--- src/verilog/art_defines.vh ---
// Register offsets, field positions and reset values of the auto-reload timer.
`ifndef ART_DEFINES_VH
`define ART_DEFINES_VH
`define ART_ADDR_PRESCALE 8'hd2
`define ART_ADDR_MODE 8'hd5
`define ART_ADDR_STATUS 8'hd6
`define ART_ADDR_CLKSEL 8'hd7
`define ART_ADDR_RELOAD 8'hd9
`define ART_ADDR_COMPARE 8'hda
`define ART_ADDR_LOAD 8'hdb
`define ART_MODE_RESET 8'h00
`define ART_BIT_LOAD 7
`define ART_BIT_ENABLE 6
`define ART_BIT_PWM_OUTPUT_ENABLE 5
`define ART_BIT_EIE 4
`define ART_BIT_MATCH_IRQ_ENABLE 3
`define ART_BIT_WRAP_IRQ_ENABLE 2
`define ART_BIT_EF 2
`define ART_BIT_CPF 1
`define ART_BIT_OVF 0
`define ART_MODE_RELOAD 2'b00
`define ART_MODE_CAPTURE 2'b01
`define ART_MODE_CAPRST 2'b10
`define ART_MODE_EXTLOAD 2'b11
`define ART_CLK_INT 2'b00
`define ART_CLK_DIV3 2'b01
`define ART_CLK_PIN 2'b10
`define ART_DIV3_LAST 2'd2
`endif

--- src/verilog/art_timer.v ---
// Auto-reload timer: prescaler, 8-bit up-counter, capture, compare, PWM and flags.
//
// What this block does
// - Auto-reload accepts internal, divided-by-three, pin clocks.
// - Counter increments on each prescaler output tick.
// - Capture mode copies counter on edge, sets edge_flag.
// - Overflow drives output high, match drives it low.
// - Capture-with-reset clears counter and prescaler.
// - External-load mode loads counter on active edge.
// - Every counter load also clears the prescaler.
// - Writing 06h clears wrap_flag, keeps edge_flag.
// - Reset clears mode control register to 00h.
// - Load bit loads counter, clears prescaler, reads zero.
// - Enable bit cleared freezes prescaler and counter.
// - PWM output enable gates waveform onto pin.
// - Flag with its enable raises an interrupt request.
// - Mode field selects one of four modes.
// - Writing zero clears a flag, one keeps it.
// - Any active input edge sets edge_flag.
// - Counter equal to compare sets match_flag.
// - Counter wrap FFh to 00h sets wrap_flag.
// - Auto-reload overflow reloads counter and sets output.
// - Edge control: low bit enables, high bit picks falling.
// - Clock select: internal, divide by three, pin.
// - Prescaler ratio is two to the field value.
//
// Decided for this implementation: the strobed register port.
`timescale 1ns/1ps
`include "art_defines.vh"

module art_timer (
    input wire clock,
    input wire rst_b,
    input wire [7:0] addr,
    input wire [7:0] wdata,
    input wire wr,
    input wire rd,
    output reg [7:0] rdata,
    input wire timer_input_pin,
    output reg timer_output_pin,
    output wire edge_irq,
    output wire match_irq,
    output wire wrap_irq
);

    // Software-visible registers. The load register has no storage of its own: a write goes
    // straight into the counter and a read returns the live count.
    reg [7:0] timer_mode_control;
    reg [2:0] timer_status_flags;
    reg [7:0] clock_edge_select_reg;
    reg [7:0] reload_capture_reg;
    reg [7:0] compare_value_reg;

    // Counting state. The counter and the prescaler are always cleared or loaded together.
    reg [7:0] up_counter;
    reg [6:0] clock_prescaler;
    reg [1:0] div3_count;

    // Input pin history: two synchroniser stages and one stage for edge detection.
    reg pin_meta;
    reg pin_sync;
    reg pin_prev;

    // Internal waveform; the pin only shows it while the output enable is set.
    reg wave;

    // Next-state values of the counting and flag logic.
    reg [7:0] next_up_counter;
    reg [6:0] next_clock_prescaler;
    reg [2:0] next_status_flags;

    // Field views of the control registers. Bit 4 of the clock/edge register is reserved and
    // is held at zero. Software must keep the clock selection fixed while counting, because a
    // change in mid-count can leave the counter at an unexpected value; nothing here guards it.
    // The reserved clock selection 11 is accepted but produces no ticks, so the count stops.
    // Compare values below the reload value give a pin that never falls within a period.
    wire [1:0] mode_select_field = timer_mode_control[1:0];
    wire count_enable_bit = timer_mode_control[`ART_BIT_ENABLE];
    wire [1:0] clock_select = clock_edge_select_reg[1:0];
    wire edge_detect_enable = clock_edge_select_reg[2];
    wire edge_polarity_select = clock_edge_select_reg[3];
    wire [2:0] divider_select = clock_edge_select_reg[7:5];

    // Source clock ticks are single-cycle enables, so the whole block stays on one clock.
    wire pin_rise = pin_sync & ~pin_prev;
    wire pin_fall = ~pin_sync & pin_prev;
    reg src_tick;

    // Clock multiplexer; the reserved selection produces no ticks.
    // The pin source uses synchronised rising edges, so a pin clock must stay well below
    // a third of the internal clock or ticks are lost.
    always @* begin
        case (clock_select)
            `ART_CLK_INT: src_tick = 1'b1;
            `ART_CLK_DIV3: src_tick = (div3_count == `ART_DIV3_LAST);
            `ART_CLK_PIN: src_tick = pin_rise;
            default: src_tick = 1'b0;
        endcase
    end

    // Tap selection: a tick every 2^n source ticks, taken when the low n prescaler bits are all ones.
    // Changing the ratio does not touch the prescaler itself, so the first period after a
    // change may be short.
    function tap_hit;
        input [6:0] psc;
        input [2:0] sel;
        reg [6:0] mask;
        begin
            mask = (7'h01 << sel) - 7'h01;
            tap_hit = ((psc & mask) == mask);
        end
    endfunction

    wire count_tick = count_enable_bit & src_tick & tap_hit(clock_prescaler, divider_select);

    // Active edge per the edge-control field. With detection off, the pin neither sets the
    // edge flag nor captures or loads anything.
    wire active_edge = edge_detect_enable & (edge_polarity_select ? pin_fall : pin_rise);

    // Mode-qualified pin events. Both capture modes copy the counter; the resetting one also
    // restarts the count, so the captured value is the time since the previous capture.
    // These events act whether or not counting is enabled.
    wire is_capture = (mode_select_field == `ART_MODE_CAPTURE) || (mode_select_field == `ART_MODE_CAPRST);
    wire capture_evt = active_edge & is_capture;
    wire caprst_evt = active_edge & (mode_select_field == `ART_MODE_CAPRST);
    wire extload_evt = active_edge & (mode_select_field == `ART_MODE_EXTLOAD);

    // Overflow is a counted step out of FFh; a load to FFh alone is not one.
    // Match is flagged on entry into equality, so a frozen counter does not re-arm it.
    wire overflow = count_tick & (up_counter == 8'hff);
    wire match = (up_counter == compare_value_reg);
    reg match_prev;
    wire match_evt = match & ~match_prev;

    // Register select. All write strobes decode the address through this one comparison.
    function reg_hit;
        input [7:0] bus_addr;
        input [7:0] offset;
        begin
            reg_hit = (bus_addr == offset);
        end
    endfunction

    // Write strobes per register; reads are decoded in the read multiplexer.
    wire wr_mode = wr & reg_hit(addr, `ART_ADDR_MODE);
    wire wr_status = wr & reg_hit(addr, `ART_ADDR_STATUS);
    wire wr_clksel = wr & reg_hit(addr, `ART_ADDR_CLKSEL);
    wire wr_reload = wr & reg_hit(addr, `ART_ADDR_RELOAD);
    wire wr_compare = wr & reg_hit(addr, `ART_ADDR_COMPARE);
    wire wr_load = wr & reg_hit(addr, `ART_ADDR_LOAD);
    // The load bit acts only in its write cycle and is never stored.
    wire core_load = wr_mode & wdata[`ART_BIT_LOAD];

    // Pin synchroniser; the first stage feeds only the second.
    // The pin is unrelated to our clock, so no logic may look at the first stage.
    // An extra stage gives the previous value for edge detection.
    always @(posedge clock) begin
        if (!rst_b) begin
            pin_meta <= 1'b0;
            pin_sync <= 1'b0;
            pin_prev <= 1'b0;
        end else begin
            pin_meta <= timer_input_pin;
            pin_sync <= pin_meta;
            pin_prev <= pin_sync;
        end
    end

    // Divide-by-three counter runs freely from the internal clock.
    // Its phase is not reset by a load, so the first divided tick after a load comes one to
    // three cycles later; this is the price of a divider shared by all modes.
    always @(posedge clock) begin
        if (!rst_b) begin
            div3_count <= 2'd0;
        end else if (div3_count == `ART_DIV3_LAST) begin
            div3_count <= 2'd0;
        end else begin
            div3_count <= div3_count + 2'd1;
        end
    end

    // Next counter and prescaler. Loads are listed in priority order and each clears the
    // prescaler, so counting restarts from a known phase. A software load wins over a
    // simultaneous count, as a write should; a pin load or counter reset in the same cycle is then lost.
    always @* begin
        next_up_counter = up_counter;
        next_clock_prescaler = clock_prescaler;
        if (wr_load) begin
            next_up_counter = wdata;
            next_clock_prescaler = 7'h00;
        end else if (core_load) begin
            next_up_counter = reload_capture_reg;
            next_clock_prescaler = 7'h00;
        end else if (extload_evt) begin
            next_up_counter = reload_capture_reg;
            next_clock_prescaler = 7'h00;
        end else if (caprst_evt) begin
            next_up_counter = 8'h00;
            next_clock_prescaler = 7'h00;
        end else if (overflow && mode_select_field == `ART_MODE_RELOAD) begin
            next_up_counter = reload_capture_reg;
            next_clock_prescaler = 7'h00;
        end else if (count_enable_bit && src_tick) begin
            // With the enable bit clear neither register counts.
            next_clock_prescaler = clock_prescaler + 7'h01;
            if (count_tick) begin
                next_up_counter = up_counter + 8'h01;
            end
        end
    end

    // Counter and prescaler registers.
    always @(posedge clock) begin
        if (!rst_b) begin
            up_counter <= 8'h00;
            clock_prescaler <= 7'h00;
        end else begin
            up_counter <= next_up_counter;
            clock_prescaler <= next_clock_prescaler;
        end
    end

    // Software registers; the load bit is never stored and bit 4 of the clock/edge register
    // stays zero.
    always @(posedge clock) begin
        if (!rst_b) begin
            timer_mode_control <= `ART_MODE_RESET;
            clock_edge_select_reg <= 8'h00;
            compare_value_reg <= 8'h00;
            reload_capture_reg <= 8'h00;
        end else begin
            if (wr_mode) begin
                timer_mode_control <= {1'b0, wdata[6:0]};
            end
            if (wr_clksel) begin
                clock_edge_select_reg <= {wdata[7:5], 1'b0, wdata[3:0]};
            end
            if (wr_compare) begin
                compare_value_reg <= wdata;
            end
            // Capture beats a same-cycle software write so the measurement is kept.
            if (capture_evt) begin
                reload_capture_reg <= up_counter;
            end else if (wr_reload) begin
                reload_capture_reg <= wdata;
            end
        end
    end

    // A flag clears only where software writes a zero over it; a one leaves it as it is.
    // Writing 06h therefore clears the wrap flag alone and keeps the edge flag latched.
    wire clr_edge_flag = wr_status & ~wdata[`ART_BIT_EF];
    wire clr_match_flag = wr_status & ~wdata[`ART_BIT_CPF];
    wire clr_wrap_flag = wr_status & ~wdata[`ART_BIT_OVF];

    // Next flag values: a hardware set in the cycle of a clearing write wins, so no event is lost.
    always @* begin
        next_status_flags = timer_status_flags;
        if (clr_edge_flag) begin
            next_status_flags[`ART_BIT_EF] = 1'b0;
        end
        if (clr_match_flag) begin
            next_status_flags[`ART_BIT_CPF] = 1'b0;
        end
        if (clr_wrap_flag) begin
            next_status_flags[`ART_BIT_OVF] = 1'b0;
        end
        if (active_edge) begin
            next_status_flags[`ART_BIT_EF] = 1'b1;
        end
        if (match_evt) begin
            next_status_flags[`ART_BIT_CPF] = 1'b1;
        end
        if (overflow) begin
            next_status_flags[`ART_BIT_OVF] = 1'b1;
        end
    end

    // Flag register and the match history used to find entry into equality.
    always @(posedge clock) begin
        if (!rst_b) begin
            timer_status_flags <= 3'b000;
            match_prev <= 1'b0;
        end else begin
            timer_status_flags <= next_status_flags;
            match_prev <= match;
        end
    end

    // Waveform: overflow is taken first, so when both fall in one cycle the pulse starts.
    // A compare value below the reload value is never reached and the pin stays high.
    always @(posedge clock) begin
        if (!rst_b) begin
            wave <= 1'b0;
        end else if (overflow) begin
            wave <= 1'b1;
        end else if (match_evt) begin
            wave <= 1'b0;
        end
    end

    // Output pin is held low when disabled while the waveform keeps running.
    // Keeping the waveform alive means that enabling the output shows the current phase at
    // once instead of waiting for the next overflow.
    always @(posedge clock) begin
        if (!rst_b) begin
            timer_output_pin <= 1'b0;
        end else begin
            timer_output_pin <= timer_mode_control[`ART_BIT_PWM_OUTPUT_ENABLE] & wave;
        end
    end

    // Interrupt requests, one per flag. They are levels that stay up until software clears
    // the flag or its enable bit.
    assign edge_irq = timer_mode_control[`ART_BIT_EIE] & timer_status_flags[`ART_BIT_EF];
    assign match_irq = timer_mode_control[`ART_BIT_MATCH_IRQ_ENABLE] & timer_status_flags[`ART_BIT_CPF];
    assign wrap_irq = timer_mode_control[`ART_BIT_WRAP_IRQ_ENABLE] & timer_status_flags[`ART_BIT_OVF];

    // Read data, one cycle after the strobe; the load register reads the live counter.
    // Unmapped addresses and idle cycles give zero, so the bus shows nothing stale.
    // The prescaler read is a convenience for software that times short intervals.
    always @(posedge clock) begin
        if (!rst_b) begin
            rdata <= 8'h00;
        end else if (rd) begin
            case (addr)
                `ART_ADDR_PRESCALE: rdata <= {1'b0, clock_prescaler};
                `ART_ADDR_MODE: rdata <= {1'b0, timer_mode_control[6:0]};
                `ART_ADDR_STATUS: rdata <= {5'h00, timer_status_flags};
                `ART_ADDR_CLKSEL: rdata <= clock_edge_select_reg;
                `ART_ADDR_RELOAD: rdata <= reload_capture_reg;
                `ART_ADDR_COMPARE: rdata <= compare_value_reg;
                `ART_ADDR_LOAD: rdata <= up_counter;
                default: rdata <= 8'h00;
            endcase
        end else begin
            rdata <= 8'h00;
        end
    end

endmodule

--- config.mk ---
export PLATFORM = sky130hd
export DESIGN_NAME = art_timer
export DESIGN_NICKNAME = d
export VERILOG_FILES = /design/src/verilog/art_timer.v
export VERILOG_INCLUDE_DIRS = /design/src /design/src/verilog
export SDC_FILE = /design/constraint.sdc
export NUM_CORES = 1
export LEC_CHECK = 0
export ABC_AREA = 1
export BUFFER_PORTS_ARGS = -buffer_cell sky130_fd_sc_hd__buf_2
export CAP_MARGIN = 40
export CORE_MARGIN = 4
export CORE_UTILIZATION = 50
export DETAILED_ROUTE_END_ITERATION = 16
export PLACE_DENSITY_LB_ADDON = 0.25
export SLEW_MARGIN = 40
export SYNTH_ARGS = -nofsm -noshare
export SYNTH_HDL_FRONTEND = slang
export SYNTH_SLANG_ARGS = --single-unit
--- constraint.sdc ---
create_clock -name clock -period 3.7 [get_ports clock]
set_input_delay 0.185 -clock clock [delete_from_list [all_inputs] [get_ports clock]]
set_output_delay 0.185 -clock clock [all_outputs]
set_load 0.02 [all_outputs]
; ---- Word level (Yosys, flattened, before mapping)
; Cells that the tools add are included.
[word_totals]
ff_bits = 64
input_bits = 21
word_cells = 106
[op_classes]
eq_ne = 16
mux = 20
bitwise_logic = 32
n_shift = 1
n_reduce_logical = 16
n_addsub = 4
[op_table]
columns = operator, n
row1 = 8-bit 2-to-1 mux, 9
row2 = "8-bit equality test, second input constant", 8
row3 = 8-bit case mux with 7 select lines, 1
row4 = 1-bit AND, 24
row5 = 6-bit nonzero test, 2
row6 = 2-bit nonzero test, 5
row7 = 1-bit 2-to-1 mux, 9
row8 = "8-bit by 1-bit adder with 8-bit output, second input constant", 1
row9 = "2-bit equality test, second input constant", 4
row10 = 8-bit equality test, 1
row11 = "7-bit by 1-bit adder with 7-bit output, second input constant", 1
row12 = 7-bit AND, 1
row13 = 7-bit equality test, 1
row14 = 1-bit inverter, 7
row15 = "1-bit by 3-bit left shift with 7-bit output, first input constant", 1
row16 = "7-bit by 1-bit subtractor with 7-bit output, second input constant", 1
row17 = 6-bit OR reduction, 1
row18 = "2-bit by 1-bit equality test with 1-bit output, second input constant", 2
row19 = 2-bit logical NOT, 2
row20 = 2-bit AND reduction, 2
row21 = 1-bit case mux with 3 select lines, 1
row22 = "2-bit by 1-bit adder with 2-bit output, second input constant", 1
row23 = 1-bit logical AND, 2
row24 = 2-bit OR reduction, 1
row25 = 1-bit logical OR, 1

; ---- Longest topological paths before layout
; Gate-level depths: netlist of run 1.
[depth]
ltp_word = 12
depth_mapped = 17

; ---- Worst setup path before layout of run 1
; OpenSTA, ideal clock, no wires.
[synth_timing]
path_kind = flip-flop to flip-flop
startpoint = register clock_edge_select_reg[7]
endpoint = register up_counter[1]
setup_slack_ns = 1.746
arrival_ns = 1.832
synth_period_minus_slack_ns = 1.954
path_stages_with_launch = 15
required_ns = 3.578
cell_sequence = dfxtp_1 > buf_6 > inv_4 > nand3_1 > ha_1 > inv_1 > nand2_1 > nand3_1 > nor2_1 > nand3_2 > nor2_8 > nand3_2 > or2_2 > nand3_1 > a21oi_2
[synth_via]
elab_chain_len = 12
[synth_rtl]
columns = item, line
row1 = "start, declared", art_timer.v:50  ; reg [7:0] clock_edge_select_reg;
row2 = "start signal, assigned", art_timer.v:236  ; clock_edge_select_reg <= {wdata[7:5], 1'b0, wdata[3:0]};
row3 = 1-bit by 3-bit left shift with 7-bit output *, art_timer.v:109  ; mask = (7'h01 << sel) - 7'h01;
row4 = 7-bit by 1-bit subtractor with 7-bit output *, art_timer.v:109
row5 = 7-bit AND, art_timer.v:110  ; tap_hit = ((psc & mask) == mask);
row6 = 7-bit equality test *, art_timer.v:110
row7 = 1-bit AND *, art_timer.v:114  ; wire count_tick = count_enable_bit & src_tick & tap_hit(clock_prescaler, divider_select);
row8 = 1-bit AND, art_timer.v:130  ; wire overflow = count_tick & (up_counter == 8'hff);
row9 = 1-bit logical AND (no line), -
row10 = 8-bit 2-to-1 mux, art_timer.v:200  ; end else if (overflow && mode_select_field == `ART_MODE_RELOAD) begin
row11 = 8-bit 2-to-1 mux, art_timer.v:197  ; end else if (caprst_evt) begin
row12 = 8-bit 2-to-1 mux, art_timer.v:194  ; end else if (extload_evt) begin
row13 = 8-bit 2-to-1 mux, art_timer.v:191  ; end else if (core_load) begin
row14 = 8-bit 2-to-1 mux, art_timer.v:188  ; if (wr_load) begin
row15 = "end signal, assigned", art_timer.v:218  ; up_counter <= next_up_counter;
row16 = "end, declared", art_timer.v:55  ; reg [7:0] up_counter;
; Every way passes the cells marked *; elsewhere a longest branch is shown, timed or not.
; A chain may end at the register's enable or synchronous reset.

; ---- Final worst setup path of run 1
[layout_timing]
startpoint = register clock_edge_select_reg[7]
endpoint = register up_counter[6]
; Same word-level chain as after synthesis.

==> results_dict.tcl, run 1 <==
set metrics [dict create \
    placementRows 30 \
    grt_overflow 0 \
    synth_edf_count 0 \
    drtIter0Drc 244 \
    ant_nets 0 \
    dp.cells 619 \
    cp_slowest_cell "dfxtp_1" \
    grt_pass1_vias 3274 \
    die_y_um 91.7 \
    cts.reportedPaths.clkPinSlew_ns 0.08 \
    r2r_start "clock_edge_select_reg[7]$_SDFFE_PN0P_" \
    start_util_pct 51.6 \
    die_w_um 91.7 \
    grt_pass1_wl_um 16600 \
    holdPathStages 3 \
    syn_inst 501 \
    cts_hold_buffers 0 \
    diodes 0 \
    htree_levels 3 \
    worst_ir_drop_vdd_mv 0.183 \
    leakage_nw 1.62 \
    track_usage_pct 25.3 \
    first_pass_iters 5 \
    tritoncts "built" \
    worstPathArrival_ns 2.61 \
    die_area_um2 8410 \
    grt_max_degree 34 \
    muxShareOfSynthArea_pct 0 \
    setup_ws_ns 1.33 \
    synth_flop_cell "dfxtp_1" \
    core_area_um2 6790 \
    drv_cap 0 \
    mostFrequentLayoutCells "nand2_1, dfxtp_1, inv_1" \
    layout_commonest_cell "nand2_1" \
    wl_met1_um 4390 \
    io_pins 33 \
    synth_top_family_by_area "simple AND/OR/NAND/NOR gates" \
    yosysTopAreaCell "dfxtp_1" \
    rsz0062_at_grt "no" \
    r2r-end "up_counter[6]$_SDFFE_PN0P_" \
    vias 3560 \
    syn_area_per_cell_um2 7.00 \
    synthesis.nets 529 \
    clk_latency_ns 0.36 \
    clock_sinks 64 \
    crit_fanout 13 \
    synth-seq-cells 64 \
    max_freq_mhz 422 \
    cp_cell_sequence "inv_4, nand3_1, ha_1, inv_1, nor2_1, nor2_1, nand2_1, nand3_2, nor2_8, nand3_2, or2_2, nand3_1, a21oi_2" \
    cts_resized 0 \
    ys_seq_area_share_pct 36.6 \
    layout-drive-gt1-share_pct 16.1 \
    synthSimpleGateAreaFrac_pct 29.6 \
    path_class "flop to flop" \
    setup_viol 0 \
    crit_family "simple AND/OR/NAND/NOR gates" \
    remaining_drc_errors 0 \
    hold_end "pin_meta$_SDFF_PN0_" \
    clockBufferDepth 2 \
    ys_top_cells_by_area "dfxtp_1, nand2_1, a21oi_1" \
    setup-tns-final_ns 0 \
    ys_warn_count 0 \
    cts_root_buffer "clkbuf_8" \
    r2r_slack_ns 1.33 \
    syn_to_final_growth_pct 11.9 \
    path_buf_inv 2 \
    finalCriticalPeriod_ns 2.37 \
    max_stage_delay_ns 0.50 \
    numPortBuffers 32 \
    fin_cells 635 \
    dpl_worst_slack_ns 1.39 \
    fin_crit_sh_pct 64.0 \
    gp_congestion 0.988 \
    startpoint_type "flop" \
    synth_cell_type_count 39 \
    syn_area_um2 3500 \
    synth_xor_area_share_pct 2.25 \
    rr_worst_depth 13 \
    drv_slew 0 \
    critical_path_required_ns 3.94 \
    wirelength_um 10400 \
    antenna_found_initial 0 \
    hp-class "primary input to flop" \
    viasPerCell 5.61 \
    yosysTopAreaCellShare_pct 36.6 \
    synth_compound_area_share_pct 20.0 \
    worstHoldStart "timer_input_pin" \
    nets 562 \
    powerDensity_nw_per_um2 350 \
    outcome "completed" \
    cp-end-kind "flop" \
    post-route-util_pct 57.7 \
    dr_wl_met2_um 4710 \
    cts_buffers 9 \
    tightestPinTransition_ns 0.758 \
    dp_hpwl_um 7740 \
    finalHoldViolations 0 \
    wl_per_cell_um 16.4 \
    maxSlewHeadroom_pct 49.3 \
    routed.top_layer "met4" \
    skew_ns 0.0118 \
    wl_met3_um 942 \
    async_flop_share_pct 0 \
    total_power_mw 1.37 \
    synthAdderAreaFrac_pct 2.50 \
    postCtsSetupBuffers 0 \
]
## metrics by stage
stage               hold slack (ns)  instance area (µm²)
floorplan                     0.283                 3500
global placement              0.371                 3730
detailed placement            0.378                 3730
CTS                         0.00486                 3920
global route                 0.0245                 3920
finish                      0.00580                 3920
## cell type report
cell class	instances	area (µm²)
clock buffers	10	128
clock inverters	6	60.1
fillers	664	2870
inverters	69	262
multi-input cells	357	1900
flip-flops and latches	64	1280
well taps	96	120
repair buffers	33	168
## synthesized netlist by cell type, types with 8 or more instances
cell      instances
o21ai_0          42
xor2_1            8
nor2_1           27
a221oi_1         11
a21oi_1          45
inv_1            59
nand3_1          24
dfxtp_1          64
nand2_1         119
nand4_1          13
## worst max path at each step
| stage | start | end | cells past startpoint |
|---|---|---|---|
| 5_1_grt | clock_edge_select_reg[7]$_SDFFE_PN0P_ | up_counter[6]$_SDFFE_PN0P_ | 13 |
| 4_1_cts | clock_edge_select_reg[7]$_SDFFE_PN0P_ | up_counter[6]$_SDFFE_PN0P_ | 13 |
| 2_1_floorplan | clock_edge_select_reg[7]$_SDFFE_PN0P_ | up_counter[1]$_SDFFE_PN0P_ | 14 |
| 3_3_place_gp | clock_edge_select_reg[7]$_SDFFE_PN0P_ | up_counter[1]$_SDFFE_PN0P_ | 13 |
| 3_5_place_dp | clock_edge_select_reg[5]$_SDFFE_PN0P_ | up_counter[6]$_SDFFE_PN0P_ | 13 |
| 6_report | clock_edge_select_reg[7]$_SDFFE_PN0P_ | up_counter[6]$_SDFFE_PN0P_ | 13 |
## power breakdown
group | switching, mW | leakage, nW | internal [mW]
registers | 0.00493 | 0.517 | 0.697
logic | 0.0505 | 1.01 | 0.0230
clock network | 0.288 | 0.0920 | 0.307
## routing by layer
metal | global-route usage [%] | vias to the layer above
met5 | 0 | -
met4 | 11.8 | 0
met3 | 6.07 | 30
met2 | 40.3 | 185
met1 | 32.3 | 1604
li1 | - | 1741
## worst register-to-register path, cell delays in order (launching register included)
cell	delay [ns]
dfxtp_1	0.50
inv_4	0.08
nand3_1	0.09
ha_1	0.22
inv_1	0.08
nor2_1	0.11
nor2_1	0.05
nand2_1	0.07
nand3_2	0.13
nor2_8	0.18
nand3_2	0.24
or2_2	0.35
nand3_1	0.09
a21oi_2	0.05
## cells by family after synthesis
family | after synthesis
buffers and inverters | 80
AOI/OAI and AO/OA | 121
xor gates and xnor gates | 9
and+or+nand+nor | 220
adders and majority gates | 7
DFF | 64
Power figures use the tool's default switching activity.
==> run 2: changes to the inputs <==
==> constraint.sdc (replaced) <==
create_clock -name clock -period 2.5 [get_ports clock]
set_input_delay 0.125 -clock clock [delete_from_list [all_inputs] [get_ports clock]]
set_output_delay 0.125 -clock clock [all_outputs]
set_load 0.02 [all_outputs]
==> run 2 against run 1 <==
  * Sequential power rose by 48%
  * Largest power group is now clock
  * Non-clock buffer count up 4
  * Critical path depth unchanged
  * Wire length increased by 1.1%
  * Core utilization is 1.5 points higher
==> results_dict.tcl, run 2 (synthesis results as in run 1) <==
set metrics [dict create \
    r2r_start "clock_edge_select_reg[6]$_SDFFE_PN0P_" \
    maxSlewHeadroom_pct 52.4 \
    start_util_pct 51.6 \
    track_usage_pct 26.0 \
    grt_pass1_vias 3492 \
    worstHoldStart "wdata[3]" \
    layout-drive-gt1-share_pct 16.9 \
    drv_slew 0 \
    wl_per_cell_um 16.4 \
    htree_levels 3 \
    io_pins 33 \
    postCtsSetupBuffers 0 \
    mostFrequentLayoutCells "nand2_1, dfxtp_1, inv_1" \
    viasPerCell 5.56 \
    remaining_drc_errors 0 \
    die_w_um 91.7 \
    startpoint_type "flop" \
    grt_max_degree 33 \
    wl_met1_um 4560 \
    wirelength_um 10500 \
    ant_nets 0 \
    first_pass_iters 7 \
    nets 566 \
    diodes 0 \
    cts.reportedPaths.clkPinSlew_ns 0.08 \
    dp_hpwl_um 7860 \
    place_area_um2 3760 \
    clockBufferDepth 2 \
    max_freq_mhz 442 \
    setup_viol 0 \
    powerDensity_nw_per_um2 562 \
    finalCriticalPeriod_ns 2.26 \
    cts_buffers 9 \
    tritoncts "built" \
    grt_overflow 0 \
    outcome "completed" \
    setup-tns-final_ns 0 \
    r2r-end "up_counter[0]$_SDFFE_PN0P_" \
    numPortBuffers 32 \
    hp-class "primary input to flop" \
    crit_fanout 13 \
    tightestPinTransition_ns 0.711 \
    fin_crit_sh_pct 90.5 \
    leakage_nw 1.67 \
    grt_pass1_wl_um 17200 \
    dr_wl_met2_um 4820 \
    syn_to_final_growth_pct 14.7 \
    path_class "flop to flop" \
    die_area_um2 8410 \
    cts_root_buffer "clkbuf_8" \
    critical_path_required_ns 2.75 \
    worstPathArrival_ns 2.51 \
    max_stage_delay_ns 0.38 \
    finalHoldViolations 0 \
    wl_met3_um 700 \
    worst_ir_drop_vdd_mv 0.375 \
    drtIter0Drc 236 \
    antenna_found_initial 0 \
    cp_slowest_cell "dfxtp_1" \
    placementRows 30 \
    core_area_um2 6790 \
    gp_congestion 0.955 \
    rr_worst_depth 13 \
    layout_commonest_cell "nand2_1" \
    drv_cap 0 \
    r2r_slack_ns 0.24 \
    routed.top_layer "met4" \
    cp-end-kind "flop" \
    postLayoutCellArea_um2 4020 \
    crit_family "simple AND/OR/NAND/NOR gates" \
    hold_end "clock_edge_select_reg[3]$_SDFFE_PN0P_" \
    holdPathStages 3 \
    cp_cell_sequence "nor2_2, nand2_1, ha_1, inv_1, nand2_1, nand3_1, nor2_1, nand3_2, nor2_8, nand3_4, or2_2, nand3_1, a21oi_2" \
    vias 3551 \
    rsz0062_at_grt "no" \
    total_power_mw 2.26 \
    skew_ns 0.0113 \
    path_buf_inv 1 \
    die_y_um 91.7 \
    clock_sinks 64 \
    startpoint "clock_edge_select_reg[6]$_SDFFE_PN0P_" \
    clk_latency_ns 0.36 \
]
==> run 2: what timing repair did <==
action	in CTS	in global routing
endpoints found under the hold margin	1	0
gates resized for setup	0	2
hold buffers	1	0
setup endpoints to repair	0	13
==> run 2: worst max-delay path by stage <==
stage	endpoint	slack (ns)	depth (start not counted)
finish	up_counter[0]$_SDFFE_PN0P_	0.24	13
global route	up_counter[0]$_SDFFE_PN0P_	0.03	13
CTS	up_counter[0]$_SDFFE_PN0P_	0.16	13
detailed placement	up_counter[0]$_SDFFE_PN0P_	0.18	13
global placement	up_counter[1]$_SDFFE_PN0P_	0.22	13
floorplan	up_counter[1]$_SDFFE_PN0P_	0.55	14
==> run 2: tightest hold or removal path, stage by stage <==
cell     delay, ns
buf_2         0.12
nand3_1       0.08
a21oi_1       0.06
==> run 2: per-stage QoR <==
step	instances	util (%)	setup slack, ns	hold slack [ns]
6_report	639	59.2	0.238	0.0597
5_1_grt	639	59.2	0.0332	0.0811
4_1_cts	639	59.0	0.159	0.0416
3_5_place_dp	622	55.3	0.177	0.327
3_3_place_gp	622	55.3	0.221	0.312
2_1_floorplan	501	-	0.546	0.223
==> run 2: where the power goes <==
group          total, mW  switching [mW]  internal (mW)
sequential          1.04         0.00762           1.03
combinational      0.110          0.0739         0.0359
clock               1.11           0.446          0.663
total               2.26           0.527           1.73
==> run 2: routing by layer <==
metal	vias to the layer above	global-route usage, %
met5	-	0
met4	0	14.6
met3	37	5.33
met2	160	42.2
met1	1609	32.2
li1	1745	-
==> run 2: layout make-up <==
| class | instances | area [µm²] |
|---|---|---|
| inverter | 69 | 262 |
| clock inverter | 7 | 119 |
| sequential | 64 | 1280 |
| timing repair buffer | 37 | 200 |
| clock buffer | 9 | 124 |
| multi-input combinational | 357 | 1920 |
| fill | 654 | 2770 |
| tap | 96 | 120 |
